<file path="config.mk">
export PLATFORM = sky130hd
export DESIGN_NAME = ppd_regs
export DESIGN_NICKNAME = d
export VERILOG_FILES = /design/src/core/ppd_pkg.sv /design/src/core/ppd_regs.sv /design/src/core/ppd_strap_capture.sv
export SDC_FILE = /design/constraint.sdc
export NUM_CORES = 1
export LEC_CHECK = 0
export BUFFER_PORTS_ARGS = -buffer_cell sky130_fd_sc_hd__buf_2
export CORE_UTILIZATION = 40
export DETAILED_ROUTE_END_ITERATION = 10
export GPL_TIMING_DRIVEN = 1
export PLACE_DENSITY = 0.72
export SETUP_SLACK_MARGIN = 0.3
export SYNTH_ARGS = -nofsm -noshare
export SYNTH_HDL_FRONTEND = slang
export SYNTH_SLANG_ARGS = --single-unit
</file>
<file path="constraint.sdc">
create_clock -name clk_i -period 4.2 [get_ports clk_i]
set_input_delay 0.63 -clock clk_i [delete_from_list [all_inputs] [get_ports clk_i]]
set_output_delay 0.63 -clock clk_i [all_outputs]
set_load 0.1 [all_outputs]
</file>
<file path="src/core/ppd_pkg.sv">
// Package for the pin pair, data path and strap register bank.
// Assumes a single 20 MHz clock and an Avalon-MM slave with byte addressing.
package ppd_pkg;

   // ==========================================================
   // Bus geometry and answers
   // ==========================================================
   localparam int          ADDR_W       = 8;
   localparam int          DATA_W       = 32;
   localparam int          REG_W        = 8;
   localparam int          IDX_W        = 6;
   localparam logic [1:0]  RESP_OKAY    = 2'h0;
   localparam logic [1:0]  RESP_DECODE  = 2'h3;

   // ==========================================================
   // Register indices (byte address is four times the index)
   // ==========================================================
   localparam logic [IDX_W-1:0] IDX_SPARE = 6'h11;
   localparam logic [IDX_W-1:0] IDX_PATH  = 6'h12;
   localparam logic [IDX_W-1:0] IDX_STRAP = 6'h13;
   localparam logic [IDX_W-1:0] IDX_LEVEL = 6'h20;

   // ==========================================================
   // Reset values and writable masks
   // ==========================================================
   localparam logic [REG_W-1:0] SPARE_RST   = 8'h00;
   localparam logic [REG_W-1:0] PATH_RST    = 8'h00;
   localparam logic [REG_W-1:0] STRAP_RST   = 8'h88;
   localparam logic [REG_W-1:0] SPARE_WMASK = 8'hBB;
   localparam logic [REG_W-1:0] PATH_WMASK  = 8'h7F;

   // ==========================================================
   // Field positions
   // ==========================================================
   localparam int SEVEN_MODE_LSB = 0;
   localparam int SEVEN_OUT_BIT  = 3;
   localparam int EIGHT_MODE_LSB = 4;
   localparam int EIGHT_OUT_BIT  = 7;
   localparam int PATH_BYPASS    = 6;
   localparam int PATH_DE_POL    = 5;
   localparam int PATH_REGEN     = 4;
   localparam int PATH_CHB_OVR   = 3;
   localparam int PATH_DEPTH18   = 2;
   localparam int PATH_FC_XPORT  = 1;
   localparam int PATH_CHB_EN    = 0;
   localparam int STRAP_A_LSB    = 0;
   localparam int STRAP_A_DONE   = 3;
   localparam int STRAP_B_LSB    = 4;
   localparam int STRAP_B_DONE   = 7;
   localparam int STRAP_LVL_W    = 3;

   // ==========================================================
   // Pin modes
   // ==========================================================
   typedef enum logic [1:0] {
      PIN_FUNC_IN = 2'b00,
      PIN_GP_OUT  = 2'b01,
      PIN_HIZ     = 2'b10,
      PIN_GP_IN   = 2'b11
   } ppd_pin_mode_t;

   // ==========================================================
   // Timing
   // ==========================================================
   localparam int CLK_PERIOD_NS    = 50;
   localparam int STRAP_SETTLE_NS  = 1000;
   localparam int STRAP_SETTLE_CYC = (STRAP_SETTLE_NS + CLK_PERIOD_NS - 1) / CLK_PERIOD_NS;

endpackage

</file>
<file path="src/core/ppd_regs.sv">
// Spare pin pair, video/audio data path control and strap status bank.
// Assumes an Avalon-MM master with byte addresses and one clock at 20 MHz.
`timescale 1ns/1ps

// How it works
// - A spare pin in output mode drives its output-value bit; reset leaves it undriven with output low.
// - Two-bit mode per pin: 00 functional in, 10 high-z, 01 output, 11 input.
// - Bypass bit 6 forwards pixels regardless of active flag and blocks packet audio.
// - Bit 5 sets active-flag polarity: 0 active high, 1 active low.
// - Bit 4 picks I2S source: pass through from video pins, or regenerate.
// - Bit 3 set makes bit 0 the second channel enable, no detector override.
// - Bit 2 selects colour depth: 0 is 24-bit, 1 is 18-bit.
// - Bit 1 selects audio transport: data islands or forward-channel frame.
// - Bit 0 enables the second I2S channel; in-band detection may override.
// - Strap status bit 7 reads 1 once strap B is settled and latched.
// - Strap status bits 6:4 return strap B decoded level.
// - Strap status bit 3 reads 1 once strap A is settled and latched.
// - Strap status bits 2:0 return strap A decoded level.
module ppd_regs #(
   parameter int PIX_W      = 24,
   parameter int SETTLE_CYC = ppd_pkg::STRAP_SETTLE_CYC
) (
   input  wire logic                               clk_i,
   input  wire logic                               nrst_i,
   // Avalon-MM slave
   input  wire logic [ppd_pkg::ADDR_W-1:0]         avs_address_i,
   input  wire logic                               avs_read_i,
   input  wire logic                               avs_write_i,
   input  wire logic [ppd_pkg::DATA_W-1:0]         avs_writedata_i,
   input  wire logic [3:0]                         avs_byteenable_i,
   output logic      [ppd_pkg::DATA_W-1:0]         avs_readdata_o,
   output logic      [1:0]                         avs_response_o,
   output logic                                    avs_waitrequest_o,
   // Spare pins
   input  wire logic                               spare_io_seven_i,
   output logic                                    spare_io_seven_o,
   output logic                                    spare_io_seven_oe_n_o,
   output logic                                    spare_io_seven_func_o,
   input  wire logic                               spare_io_eight_i,
   output logic                                    spare_io_eight_o,
   output logic                                    spare_io_eight_oe_n_o,
   output logic                                    spare_io_eight_func_o,
   // Video path
   input  wire logic [PIX_W-1:0]                   rgb_i,
   input  wire logic                               video_active_flag_i,
   output logic      [PIX_W-1:0]                   rgb_o,
   output logic                                    pixel_valid_o,
   output logic                                    video_18bit_o,
   // Audio path
   input  wire logic                               inband_chb_valid_i,
   input  wire logic                               inband_chb_en_i,
   output logic                                    audio_packet_en_o,
   output logic                                    i2s_regen_o,
   output logic                                    i2s_frame_xport_o,
   output logic                                    second_chan_en_o,
   // Straps
   input  wire logic [ppd_pkg::STRAP_LVL_W-1:0]    config_strap_a_i,
   input  wire logic [ppd_pkg::STRAP_LVL_W-1:0]    config_strap_b_i
);

   if (PIX_W != 24) begin : g_chk
      $error("PIX_W must be 24: three 8-bit colours");
   end

   // ==========================================================
   // Helpers
   // ==========================================================
   function automatic logic [ppd_pkg::ADDR_W-1:0] byte_addr(
      input logic [ppd_pkg::IDX_W-1:0] idx
   );
      byte_addr = {idx, 2'b00};
   endfunction

   function automatic logic drives_pin(input logic [1:0] mode);
      drives_pin = (ppd_pkg::ppd_pin_mode_t'(mode) == ppd_pkg::PIN_GP_OUT);
   endfunction

   // ==========================================================
   // Registers
   // ==========================================================
   logic [ppd_pkg::REG_W-1:0]        spare_pin_pair_config;
   logic [ppd_pkg::REG_W-1:0]        video_audio_path_control;
   logic [ppd_pkg::REG_W-1:0]        strap_level_status;
   logic [1:0]                       spare_pin_level;

   // ==========================================================
   // Bus decode
   // ==========================================================
   wire req         = avs_read_i | avs_write_i;
   wire accept      = req & ~avs_waitrequest_o;
   wire hit_spare   = (avs_address_i == byte_addr(ppd_pkg::IDX_SPARE));
   wire hit_path    = (avs_address_i == byte_addr(ppd_pkg::IDX_PATH));
   wire hit_strap   = (avs_address_i == byte_addr(ppd_pkg::IDX_STRAP));
   wire hit_level   = (avs_address_i == byte_addr(ppd_pkg::IDX_LEVEL));
   wire mapped      = hit_spare | hit_path | hit_strap | hit_level;
   wire lane0_wr    = accept & avs_write_i & avs_byteenable_i[0];
   wire wr_spare    = lane0_wr & hit_spare;
   wire wr_path     = lane0_wr & hit_path;
   wire [ppd_pkg::REG_W-1:0] wdata = avs_writedata_i[ppd_pkg::REG_W-1:0];

   wire [ppd_pkg::REG_W-1:0] rd_byte =
      hit_spare ? spare_pin_pair_config :
      hit_path  ? video_audio_path_control :
      hit_strap ? strap_level_status :
      hit_level ? {6'h00, spare_pin_level} :
                  8'h00;

   wire [ppd_pkg::DATA_W-1:0] next_readdata =
      (avs_read_i && mapped) ? {24'h00_0000, rd_byte} : 32'h0000_0000;

   // One wait cycle: first edge of a request drops waitrequest and loads data
   always_ff @(posedge clk_i or negedge nrst_i) begin
      if (!nrst_i) begin
         avs_waitrequest_o <= 1'b1;
         avs_readdata_o    <= 32'h0000_0000;
         avs_response_o    <= ppd_pkg::RESP_OKAY;
      end else begin
         avs_waitrequest_o <= ~(req & avs_waitrequest_o);
         if (req && avs_waitrequest_o) begin
            avs_readdata_o <= next_readdata;
            avs_response_o <= mapped ? ppd_pkg::RESP_OKAY : ppd_pkg::RESP_DECODE;
         end
      end
   end

   // ==========================================================
   // Writable registers
   // ==========================================================
   always_ff @(posedge clk_i or negedge nrst_i) begin
      if (!nrst_i) begin
         spare_pin_pair_config <= ppd_pkg::SPARE_RST;
      end else if (wr_spare) begin
         spare_pin_pair_config <= wdata & ppd_pkg::SPARE_WMASK;
      end
   end

   always_ff @(posedge clk_i or negedge nrst_i) begin
      if (!nrst_i) begin
         video_audio_path_control <= ppd_pkg::PATH_RST;
      end else if (wr_path) begin
         video_audio_path_control <= wdata & ppd_pkg::PATH_WMASK;
      end
   end

   // ==========================================================
   // Spare pins
   // ==========================================================
   wire [1:0] pin_mode [2];
   wire [1:0] pin_value;
   wire [1:0] pin_level;
   logic [1:0] pin_out;
   logic [1:0] pin_oe_n;
   logic [1:0] pin_func;

   assign pin_mode[0]  = spare_pin_pair_config[ppd_pkg::SEVEN_MODE_LSB +: 2];
   assign pin_mode[1]  = spare_pin_pair_config[ppd_pkg::EIGHT_MODE_LSB +: 2];
   assign pin_value[0] = spare_pin_pair_config[ppd_pkg::SEVEN_OUT_BIT];
   assign pin_value[1] = spare_pin_pair_config[ppd_pkg::EIGHT_OUT_BIT];
   assign pin_level[0] = spare_io_seven_i;
   assign pin_level[1] = spare_io_eight_i;

   for (genvar p = 0; p < 2; p++) begin : g_pin
      wire next_oe_n = ~drives_pin(pin_mode[p]);
      wire next_out  = drives_pin(pin_mode[p]) & pin_value[p];
      wire next_func = (pin_mode[p] == ppd_pkg::PIN_FUNC_IN) & pin_level[p];

      always_ff @(posedge clk_i or negedge nrst_i) begin
         if (!nrst_i) begin
            pin_oe_n[p] <= 1'b1;
            pin_out[p]  <= 1'b0;
            pin_func[p] <= 1'b0;
         end else begin
            pin_oe_n[p] <= next_oe_n;
            pin_out[p]  <= next_out;
            pin_func[p] <= next_func;
         end
      end

      // Input level is only updated in general-purpose input mode
      always_ff @(posedge clk_i or negedge nrst_i) begin
         if (!nrst_i) begin
            spare_pin_level[p] <= 1'b0;
         end else if (pin_mode[p] == ppd_pkg::PIN_GP_IN) begin
            spare_pin_level[p] <= pin_level[p];
         end
      end
   end

   assign spare_io_seven_o      = pin_out[0];
   assign spare_io_seven_oe_n_o = pin_oe_n[0];
   assign spare_io_seven_func_o = pin_func[0];
   assign spare_io_eight_o      = pin_out[1];
   assign spare_io_eight_oe_n_o = pin_oe_n[1];
   assign spare_io_eight_func_o = pin_func[1];

   // ==========================================================
   // Video path
   // ==========================================================
   wire bypass    = video_audio_path_control[ppd_pkg::PATH_BYPASS];
   wire de_inv    = video_audio_path_control[ppd_pkg::PATH_DE_POL];
   wire depth18   = video_audio_path_control[ppd_pkg::PATH_DEPTH18];
   wire active    = video_active_flag_i ^ de_inv;
   wire forward   = bypass | active;

   // 18-bit mode keeps six bits per colour, the low two are cleared
   wire [PIX_W-1:0] depth_mask = depth18 ? 24'hFC_FCFC : 24'hFF_FFFF;
   wire [PIX_W-1:0] next_rgb   = forward ? (rgb_i & depth_mask) : 24'h00_0000;

   always_ff @(posedge clk_i or negedge nrst_i) begin
      if (!nrst_i) begin
         rgb_o         <= 24'h00_0000;
         pixel_valid_o <= 1'b0;
         video_18bit_o <= 1'b0;
      end else begin
         rgb_o         <= next_rgb;
         pixel_valid_o <= forward;
         video_18bit_o <= depth18;
      end
   end

   // ==========================================================
   // Audio path
   // ==========================================================
   wire chb_ovr     = video_audio_path_control[ppd_pkg::PATH_CHB_OVR];
   wire chb_bit     = video_audio_path_control[ppd_pkg::PATH_CHB_EN];
   wire detector_on = inband_chb_valid_i & ~chb_ovr;
   wire next_chb    = detector_on ? inband_chb_en_i : chb_bit;

   always_ff @(posedge clk_i or negedge nrst_i) begin
      if (!nrst_i) begin
         audio_packet_en_o <= 1'b1;
         i2s_regen_o       <= 1'b0;
         i2s_frame_xport_o <= 1'b0;
         second_chan_en_o  <= 1'b0;
      end else begin
         audio_packet_en_o <= ~bypass;
         i2s_regen_o       <= video_audio_path_control[ppd_pkg::PATH_REGEN];
         i2s_frame_xport_o <= video_audio_path_control[ppd_pkg::PATH_FC_XPORT];
         second_chan_en_o  <= next_chb;
      end
   end

   // ==========================================================
   // Strap status
   // ==========================================================
   logic [ppd_pkg::STRAP_LVL_W-1:0] strap_a_level;
   logic [ppd_pkg::STRAP_LVL_W-1:0] strap_b_level;
   logic                            strap_a_done;
   logic                            strap_b_done;

   ppd_strap_capture #(
      .SETTLE_CYC (SETTLE_CYC)
   ) u_strap_a (
      .clk_i   (clk_i),
      .nrst_i  (nrst_i),
      .level_i (config_strap_a_i),
      .level_o (strap_a_level),
      .done_o  (strap_a_done)
   );

   ppd_strap_capture #(
      .SETTLE_CYC (SETTLE_CYC)
   ) u_strap_b (
      .clk_i   (clk_i),
      .nrst_i  (nrst_i),
      .level_i (config_strap_b_i),
      .level_o (strap_b_level),
      .done_o  (strap_b_done)
   );

   always_comb begin
      strap_level_status = '0;
      strap_level_status[ppd_pkg::STRAP_B_DONE] = strap_b_done;
      strap_level_status[ppd_pkg::STRAP_B_LSB +: ppd_pkg::STRAP_LVL_W] = strap_b_level;
      strap_level_status[ppd_pkg::STRAP_A_DONE] = strap_a_done;
      strap_level_status[ppd_pkg::STRAP_A_LSB +: ppd_pkg::STRAP_LVL_W] = strap_a_level;
   end

endmodule // ppd_regs

</file>
<file path="src/core/ppd_strap_capture.sv">
// Settle-and-latch capture of one multi-level strap pin.
// Assumes the pad comparator delivers a decoded level synchronous to clk_i.
`timescale 1ns/1ps

module ppd_strap_capture #(
   parameter int SETTLE_CYC = ppd_pkg::STRAP_SETTLE_CYC
) (
   input  wire logic                              clk_i,
   input  wire logic                              nrst_i,
   input  wire logic [ppd_pkg::STRAP_LVL_W-1:0]   level_i,
   output logic      [ppd_pkg::STRAP_LVL_W-1:0]   level_o,
   output logic                                   done_o
);

   if (SETTLE_CYC < 1 || SETTLE_CYC > 65535) begin : g_chk
      $error("SETTLE_CYC out of range");
   end

   // ==========================================================
   // State
   // ==========================================================
   typedef enum logic [2:0] {
      CAP_RESET  = 3'b001,
      CAP_SETTLE = 3'b010,
      CAP_LOCKED = 3'b100
   } ppd_cap_state_t;

   ppd_cap_state_t                     state;
   ppd_cap_state_t                     next_state;
   logic [15:0]                        stable_cnt;
   logic [ppd_pkg::STRAP_LVL_W-1:0]    last_level;

   wire same_level = (level_i == last_level);
   wire settled    = same_level && (stable_cnt == 16'(SETTLE_CYC - 1));

   always_comb begin
      next_state = state;
      unique case (state)
         CAP_RESET:  next_state = CAP_SETTLE;
         CAP_SETTLE: if (settled) begin
            next_state = CAP_LOCKED;
         end
         CAP_LOCKED: next_state = CAP_LOCKED;
         default:    next_state = CAP_RESET;
      endcase
   end

   always_ff @(posedge clk_i or negedge nrst_i) begin
      if (!nrst_i) begin
         state <= CAP_RESET;
      end else begin
         state <= next_state;
      end
   end

   // Level must hold unchanged for the whole settle window
   always_ff @(posedge clk_i or negedge nrst_i) begin
      if (!nrst_i) begin
         stable_cnt <= 16'h0000;
         last_level <= '0;
      end else begin
         last_level <= level_i;
         if (state != CAP_SETTLE || !same_level) begin
            stable_cnt <= 16'h0000;
         end else if (!settled) begin
            stable_cnt <= stable_cnt + 16'h0001;
         end
      end
   end

   // Latch once; done reads high at reset and again after the latch
   always_ff @(posedge clk_i or negedge nrst_i) begin
      if (!nrst_i) begin
         level_o <= '0;
         done_o  <= 1'b1;
      end else begin
         if (state == CAP_SETTLE && settled) begin
            level_o <= last_level;
         end
         done_o <= (next_state != CAP_SETTLE);
      end
   end

endmodule // ppd_strap_capture

</file>
==> impl_metrics.toml, run 1 <==
[run_status]
status = "complete, no violations"

[critical_path]
end_kind = "register"
rrSetupSlack_ns = 2.06
cp.arrival_ns = 2.43
rr_worst_depth = 4
r2r_start = "u_strap_b.state[2]"
path_class = "reg -> reg"
regToRegEndpoint = "u_strap_b.level_o[2]"
worstSetupStartpointType = "register"
crit_required_ns = 4.49
crit_fanout = 17

[power_and_ir_drop]
p_leak_nw = 2.84
p_total_mw = 2.92
power_density_mw_per_mm2 = 473
ir_drop_v = 0.000263

[synth]
synth-edff-count = 0
synthFlopType = "dfrtp_1"
syn_area_mm2 = 0.00496
synth_seq_area_share_pct = 57.2
synthArstFlopShare_pct = 100
synth_area_leaders = "dfrtp_1 53%, mux2_2 5.4%, xnor2_1 5.1%, dfstp_2 4.2%, buf_4 3.8%"
synth_top_area_share_pct = 53.0
synthCells = 430
yosys.area.top_type = "dfrtp_1"
synth_seq_cells = 113
yosysWarnings = 0
yosysUniqueCellTypes = 44
avgSynthCellArea_um2 = 11.5

[timing]
setup_violations = 0
final.setup.tns_ns = 0
setup_ws_ns = 2.06
clock.fmax_mhz = 467
relSlewSlack_pct = 17.7
final_hold_viol_count = 0
rsz0062_at_grt = "false"
fin_crit_sh_pct = 51.0
worstMarginPinSlew_ns = 1.22
worst_hold_slack_ns = 0.238
finClkSkew_ns = 0.00860
drv_slew = 0
fin_crit_ns = 2.14

[routing]
ant_nets = 0
drc = 0
met2_length_um = 4820
vias = 3425
wl_met3_um = 416
routed_via_density = 4.73
top_layer = "met4"
wl_per_cell_um = 13.0
drtIter0Drc = 216
first_pass_iters = 4
wl_met1_um = 3980
wl_um = 9420

[layout]
drive_gt1_share_pct = 32.7
n_fill_cell = 1029
layout.nets = 628
syn2layout_area_growth_pct = 24.4
final_cell_mix = "105 x dfrtp_1, 101 x buf_2, 38 x nor2_1"
num_antenna_cells = 0
final_common_cell = "dfrtp_1"

[placed_design]
portBuffers = 102
pre_cts_ws_ns = 1.69
place_hpwl_um = 6650
gp_congestion = 0.825

[global_route]
grt_max_degree = 53
grt-ovfl-total = 0
antenna_found_initial = 0
grt_pass1_wl_um = 15400
first_global_vias = 3269
grt_usage_pct = 15.5

[clock_network]
cts_tree = "done"
clock-sinks = 113
cts_setup_buffers = 0
postCtsHoldBufs = 0
insertion_delay_ns = 0.41
cts-root-buf = "clkbuf_16"
htreeDepth = 4
clkTransAtPathRegs_ns = 0.05
numCtsBuffers = 17
cts.repair.resized = 0
cts_max_path_buffers = 2

[floorplanning]
core_mm2 = 0.0121
initial_core_util_pct = 41.1
io_pins = 154
rows = 40
die_area_mm2 = 0.0129
die_y_um = 113
die_x_um = 113

[worst_hold_path]
min_path_type = "in -> async"

[flow_run]
maxCapViolations = 0
==> kinds of logic (layout without fill, tap and decap cells) <==
logic type / count (synthesis) / in the layout / share of synthesized area, %
DFF: 113 / 113 / 57.2
xor gates and xnor gates: 36 / 36 / 6.36
muxes: 28 / 28 / 6.25
buffers and inverters: 46 / 149 / 5.45
and+or+nand+nor: 172 / 172 / 20.2
other: 1 / 24 / 0.0756
AOI/OAI and AO/OA: 32 / 32 / 4.01
adders and majority gates: 2 / 2 / 0.504
==> area by class of cell <==
class	count	area, um2	area share (%)
Tap cell	168	210	3.41
Inverter	12	45.0	0.730
Multi-Input combinational cell	294	1940	31.4
Clock buffer	23	498	8.07
Sequential cell	113	2840	46.0
Clock inverter	9	104	1.68
Timing Repair Buffer	105	536	8.68
==> synth_stat cells, drive strengths merged, types with 3 or more instances <==
cell,n
a21oi,7
a22oi,3
and2,7
buf,28
clkbuf,6
dfrtp,105
dfstp,8
inv,12
mux2,24
mux2i,4
nand2,25
nand2b,4
nand3,13
nand3b,3
nand4,12
nor2,43
nor2b,23
nor3,12
nor3b,4
nor4,13
o21ai,13
or3,4
xnor2,29
xor2,7
==> layer usage <==
metal	vias to the layer above	GRT usage, %
met5	-	0
met4	0	7.72
met3	21	3.91
met2	101	26.5
met1	1657	18.1
li1	1646	-
==> critical path: stages, from the launching register on <==
cell and delay, ns:
dfrtp_1 0.41, nor3b_1 0.21, nand4_1 0.60, nor2_2 0.42
mux2_2 0.37
==> worst max path at each step <==
stage	from	end	slack (ns)
after global routing	u_strap_b.state[2]	u_strap_b.level_o[0]	1.90
final	u_strap_b.state[2]	u_strap_b.level_o[2]	2.06
after global placement	config_strap_b_i[1]	u_strap_b.level_o[2]	1.73
after CTS	u_strap_b.last_level[2]	u_strap_b.level_o[2]	2.02
after detailed placement	config_strap_b_i[2]	u_strap_b.level_o[0]	1.69
after floorplan	avs_response_o[0]	avs_response_o[1]	2.23
==> power by group <==
part,switching [mW],leakage [nW],internal (mW)
clock network,0.472,0.295,0.947
registers,0.0128,1.48,1.12
logic,0.313,1.06,0.0575
==> per-stage QoR <==
step / area, um2 / util, % / instances
global placement: 5570 / 46.2 / 692
CTS: 6170 / 51.2 / 724
finish: 6170 / 51.2 / 724
floorplan: 5050 / - / 453
global route: 6170 / 51.2 / 724
detailed placement: 5570 / 46.2 / 692
==> registers in the layout, summed over array words and instances (netlist names), 2 cells and up <==
signal	cells
u_strap_b.last_level	3
u_strap_b.level_o	3
u_strap_a.last_level	3
u_strap_a.level_o	3
spare_pin_level	2
spare_pin_pair_config	6
u_strap_a.state	3
u_strap_b.state	3
rgb_o	24
u_strap_b.stable_cnt	16
video_audio_path_control	7
avs_readdata_o	8
u_strap_a.stable_cnt	16
Power figures use the tool's default switching activity.
==> inputs of run 2 (changes only) <==
PLACE_DENSITY = 0.74   (was 0.72)
clock period = 1.9 ns   (was 4.2 ns; I/O delays follow)
==> run 2 against run 1 <==
Compared with the run above:
- flip-flop and latch count unchanged
- design area increased by 6.3%
- clock skew decreased by 0.0014 ns
- worst hold slack got worse by 0.22 ns
- sequential share of layout area decreased by 2.5 points
- sequential power increased by 120%
- wire length increased by 12%
- combinational power increased by 140%
- largest cell class unchanged
- highest routed layer unchanged
==> impl_metrics.toml, run 2 (same netlist as run 1, synthesis figures left out) <==
[clock_network]
insertion_delay_ns = 0.41
cts_max_path_buffers = 2
htreeDepth = 4
clkTransAtPathRegs_ns = 0.05
cts-root-buf = "clkbuf_16"
cts_tree = "done"
clock-sinks = 113
numCtsBuffers = 17

[timing]
drv_slew = 0
final.setup.tns_ns = 0
clock.fmax_mhz = 630
finClkSkew_ns = 0.00724
worstMarginPinSlew_ns = 0.781
relSlewSlack_pct = 47.6
rsz0062_at_grt = "true"
setup_ws_ns = 0.313
fin_crit_ns = 1.59
final_hold_viol_count = 0
setup_violations = 0
fin_crit_sh_pct = 83.5

[layout]
syn2layout_area_growth_pct = 32.3
largest_reg_flops = 24
final_cell_mix = "97 x buf_2, 96 x dfrtp_1, 38 x nor2_1"
layout.nets = 654
final_common_cell = "buf_2"
drive_gt1_share_pct = 37.9
top_register = "rgb_o"
num_antenna_cells = 0
largestRegisters = "rgb_o x24, u_strap_a.stable_cnt x16, u_strap_b.stable_cnt x16"

[floorplanning]
die_x_um = 113
die_y_um = 113
die_area_mm2 = 0.0129
core_mm2 = 0.0121
io_pins = 154
initial_core_util_pct = 41.1
rows = 40

[global_route]
grt_usage_pct = 18.1
grt-ovfl-total = 0
antenna_found_initial = 0
grt_pass1_wl_um = 17900
first_global_vias = 3834
grt_max_degree = 36

[critical_path]
crit_chain = "nor4_2, nand4_1, nor2_4, mux2_4"
cp.arrival_ns = 1.88
critPathTopFamily = "simple AND/OR/NAND/NOR gates"
crit_fanout = 4
crit_required_ns = 2.19
end_kind = "register"
worstSetupStartpointType = "register"
path_buf_inv = 0
path_class = "reg -> reg"
slowest_delay_ns = 0.40
cp_slowest_cell = "dfrtp_1"

[power_and_ir_drop]
comb_power_share_pct = 13.1
swShare_pct = 26.8
p_leak_nw = 2.99
switchingPower_mw = 1.78
power_density_mw_per_mm2 = 1010
ir_drop_v = 0.000564
p_int_mw = 4.85
pwr-share-clk_pct = 49.1
p_seq_share_pct = 37.8

[routing]
drtIter0Drc = 194
first_pass_iters = 4
ant_nets = 0
routed_via_density = 4.83
wl_per_cell_um = 14.1
drc = 0
vias = 3620
wl_um = 10600

[placed_design]
gp_congestion = 0.832
place_hpwl_um = 7240
pre_cts_ws_ns = 0.0841
portBuffers = 102

[flow_run]
maxCapViolations = 0

[run_status]
status = "complete, no violations"

[worst_hold_path]
min_path_type = "in -> reg"
## run 2: per-stage QoR
stage	hold slack, ns	total power, mW	utilization [%]	cells	instance area, um2
3_5_place_dp	0.278	3.39	46.8	697	5650
2_1_floorplan	-0.0106	3.22	-	453	5060
5_1_grt	0.00743	6.87	54.4	749	6560
3_3_place_gp	0.273	3.37	46.8	697	5650
4_1_cts	0.00323	6.68	53.7	748	6480
6_report	0.0209	6.63	54.4	749	6560
## run 2: worst register-to-register path: stages, from the launching register on
cell     delay (ns)
dfrtp_1        0.40
nor4_2         0.30
nand4_1        0.23
nor2_4         0.22
mux2_4         0.32
## run 2: final timing paths
kind                                                  start                  endpoint  slack (ns)  cells past startpoint
worst min register to register  video_audio_path_control[1]         i2s_frame_xport_o        0.40                      0
worst min-delay path                    config_strap_a_i[0]   u_strap_a.last_level[0]        0.02                      1
worst max-delay path               u_strap_b.stable_cnt[10]      u_strap_b.level_o[0]        0.31                      4
max in group asynchronous                            nrst_i          u_strap_b.done_o        0.89                      3
worst max register to register     u_strap_b.stable_cnt[10]      u_strap_b.level_o[0]        0.31                      4
min in group asynchronous                            nrst_i  u_strap_b.stable_cnt[15]        0.38                      2
## run 2: routing by layer
metal / global-route usage, % / wire length [um] / share of wire [%]
met1: 21.0 / 4480 / 42
met2: 31.0 / 5340 / 51
met3: 4.55 / 528 / 5.0
met4: 9.47 / 206 / 2.0
met5: 0 / 0 / 0
## run 2: cell type report
cell class | count | area [um2]
fillers | 1021 | 5500
flip-flops and latches | 113 | 2850
multi-input cells | 294 | 2060
repair buffers | 131 | 779
clock buffers | 26 | 509
well taps | 168 | 210
clock inverters | 5 | 100
inverters | 12 | 45.0
## run 2: power groups by stage
stage | sequential [mW] | combinational (mW) | clock, mW
final | 2.50 | 0.870 | 3.26
after global routing | 2.51 | 0.914 | 3.44
after CTS | 2.50 | 0.866 | 3.31
after detailed placement | 2.54 | 0.843 | 0
after global placement | 2.54 | 0.833 | 0
after floorplan | 2.83 | 0.394 | 0
## run 2: timing repair
item	4_1_cts	5_1_grt
hold endpoints to repair	31	0
buffers inserted	16	1
pin swaps	10	11
cloned	0	0
hold buffers	4	0
resized for setup	22	14
setup endpoints to repair	23	28
==> inputs of run 3 (changes only) <==
PLACE_DENSITY = 0.72   (was 0.74)
clock period = 1.6 ns   (was 1.9 ns; I/O delays follow)
==> run 3 against run 2 <==
Compared with the run above:
- the run now ends with negative setup slack left
- clock skew shrank 0.0015 ns
- first-iteration DRC count grew 41%
- core utilization grew 11 points
- maximum frequency shrank 11%
- combinational power grew 37%
- critical path type unchanged
- largest power group unchanged
==> impl_metrics.toml, run 3 (same netlist as run 1, synthesis figures left out) <==
[run_status]
status = "complete, but fails checks"
violations = "negative setup slack"

[timing]
rsz0062_at_grt = "true"
clock.fmax_mhz = 562
setup_violations = 11
finClkSkew_ns = 0.00570
drv_slew = 0
fin_crit_sh_pct = 111
fin_crit_ns = 1.78
final_hold_viol_count = 0
setup_ws_ns = -0.178

[clock_network]
htreeDepth = 4
cts-root-buf = "clkbuf_16"
clkTransAtPathRegs_ns = 0.05
insertion_delay_ns = 0.41
numCtsBuffers = 17
clock-sinks = 113
cts_max_path_buffers = 2
cts_tree = "done"

[placed_design]
place_hpwl_um = 7560
portBuffers = 102
gp_congestion = 0.823
placed_area_mm2 = 0.00614
placed_cells = 737

[floorplanning]
io_pins = 154
initial_core_util_pct = 41.1
rows = 40
core_mm2 = 0.0121
die_y_um = 113
die_x_um = 113
die_area_mm2 = 0.0129

[global_route]
grt_pass1_wl_um = 19600
first_global_vias = 4083
grt_usage_pct = 20.0
antenna_found_initial = 1
grt-ovfl-total = 0
grt_max_degree = 48

[critical_path]
crit_cells = 4
path_class = "reg -> reg"
rr_worst_depth = 4
crit_fanout = 4
cp_slowest_cell = "dfrtp_1"
worstSetupStartpointType = "register"
cp.arrival_ns = 2.07
crit_chain = "nor4_2, nand4_1, nor2_4, mux2_4"
crit_required_ns = 1.89
path_buf_inv = 0
critPathTopFamily = "simple AND/OR/NAND/NOR gates"
end_kind = "register"
slowest_delay_ns = 0.42

[layout]
final_cell_mix = "103 x dfrtp_1, 75 x buf_4, 55 x buf_2"
largestRegisters = "rgb_o x24, u_strap_a.stable_cnt x16, u_strap_b.stable_cnt x16"
top_register = "rgb_o"
layout.cells.non_filler = 811
design_area_mm2 = 0.00788
drive_gt1_share_pct = 50.7
largest_reg_flops = 24
num_antenna_cells = 0
syn2layout_area_growth_pct = 58.9
final_common_cell = "dfrtp_1"
layout.nets = 715

[routing]
drc = 0
ant_nets = 0
vias = 4056
first_pass_iters = 4
routed_via_density = 5.00
wl_per_cell_um = 17.2
drtIter0Drc = 274
wl_um = 13900

[power_and_ir_drop]
ir_drop_v = 0.000778
power_density_mw_per_mm2 = 1030
p_leak_nw = 3.78

[worst_hold_path]
min_path_cells = 2
min_path_type = "in -> reg"

[flow_run]
maxCapViolations = 0
-- run 3: where the power goes --
| part | switching (mW) | internal, mW | leakage [nW] | total (mW) |
|---|---|---|---|---|
| Clock | 1.26 | 2.72 | 0.302 | 3.97 |
| Sequential | 0.0448 | 2.93 | 1.48 | 2.98 |
| Combinational | 0.895 | 0.292 | 2.00 | 1.19 |
-- run 3: timing repair --
action | CTS | global route
buffers inserted | 18 | 13
pin swaps | 42 | 42
gates cloned | 2 | 2
endpoints found under the setup margin | 115 | 74
endpoints found under the hold margin | 29 | 0
hold buffers | 7 | 0
resized for setup | 125 | 64
-- run 3: path summary, 6_finish.rpt --
kind                                              from                 endpoint  slack (ns)
max in group asynchronous                       nrst_i       u_strap_a.state[0]        0.64
min reg2reg                video_audio_path_control[4]              i2s_regen_o        0.42
min                                          rgb_i[16]                rgb_o[16]        0.04
max                           u_strap_b.stable_cnt[10]     u_strap_b.level_o[2]       -0.18
max reg2reg                   u_strap_b.stable_cnt[10]     u_strap_b.level_o[2]       -0.18
min in group asynchronous                       nrst_i  u_strap_b.last_level[0]        0.32
-- run 3: worst register-to-register path: cells and delay by family (launching register included) --
kind             cells  cell delay (ns)
DFF                  1             0.42
and+or+nand+nor      3             0.91
muxes                1             0.32
-- run 3: through the flow --
| step | util [%] | hold slack (ns) | setup WS [ns] | power [mW] | TNS [ns] |
|---|---|---|---|---|---|
| floorplan | - | -0.0556 | -0.106 | 3.84 | -0.317 |
| global placement | 50.9 | 0.188 | -0.0442 | 4.05 | -0.540 |
| detailed placement | 50.9 | 0.194 | -0.0838 | 4.06 | -0.906 |
| CTS | 61.8 | 0.0244 | 0.00671 | 8.09 | 0 |
| global route | 65.4 | 0.0349 | -0.265 | 8.38 | -1.89 |
| finish | 65.4 | 0.0369 | -0.178 | 8.14 | -0.908 |
-- run 3: layout make-up --
class                           count  area (um2)
Inverter                           12        45.0
Clock buffer                       22         474
Clock inverter                     10         158
Fill cell                         766        4180
Sequential cell                   113        2840
Multi-Input combinational cell    295        2550
Tap cell                          168         210
Timing Repair Buffer              191        1600
-- run 3: metal layers --
layer | vias up | share of wire [%] | wire [um] | track usage [%]
met4 | 2 | 2.5 | 351 | 7.89
li1 | 1826 | - | - | -
met5 | - | 0.058 | 8 | 0
met2 | 141 | 55 | 7630 | 35.7
met1 | 2049 | 38 | 5260 | 22.3
met3 | 38 | 4.8 | 671 | 5.95
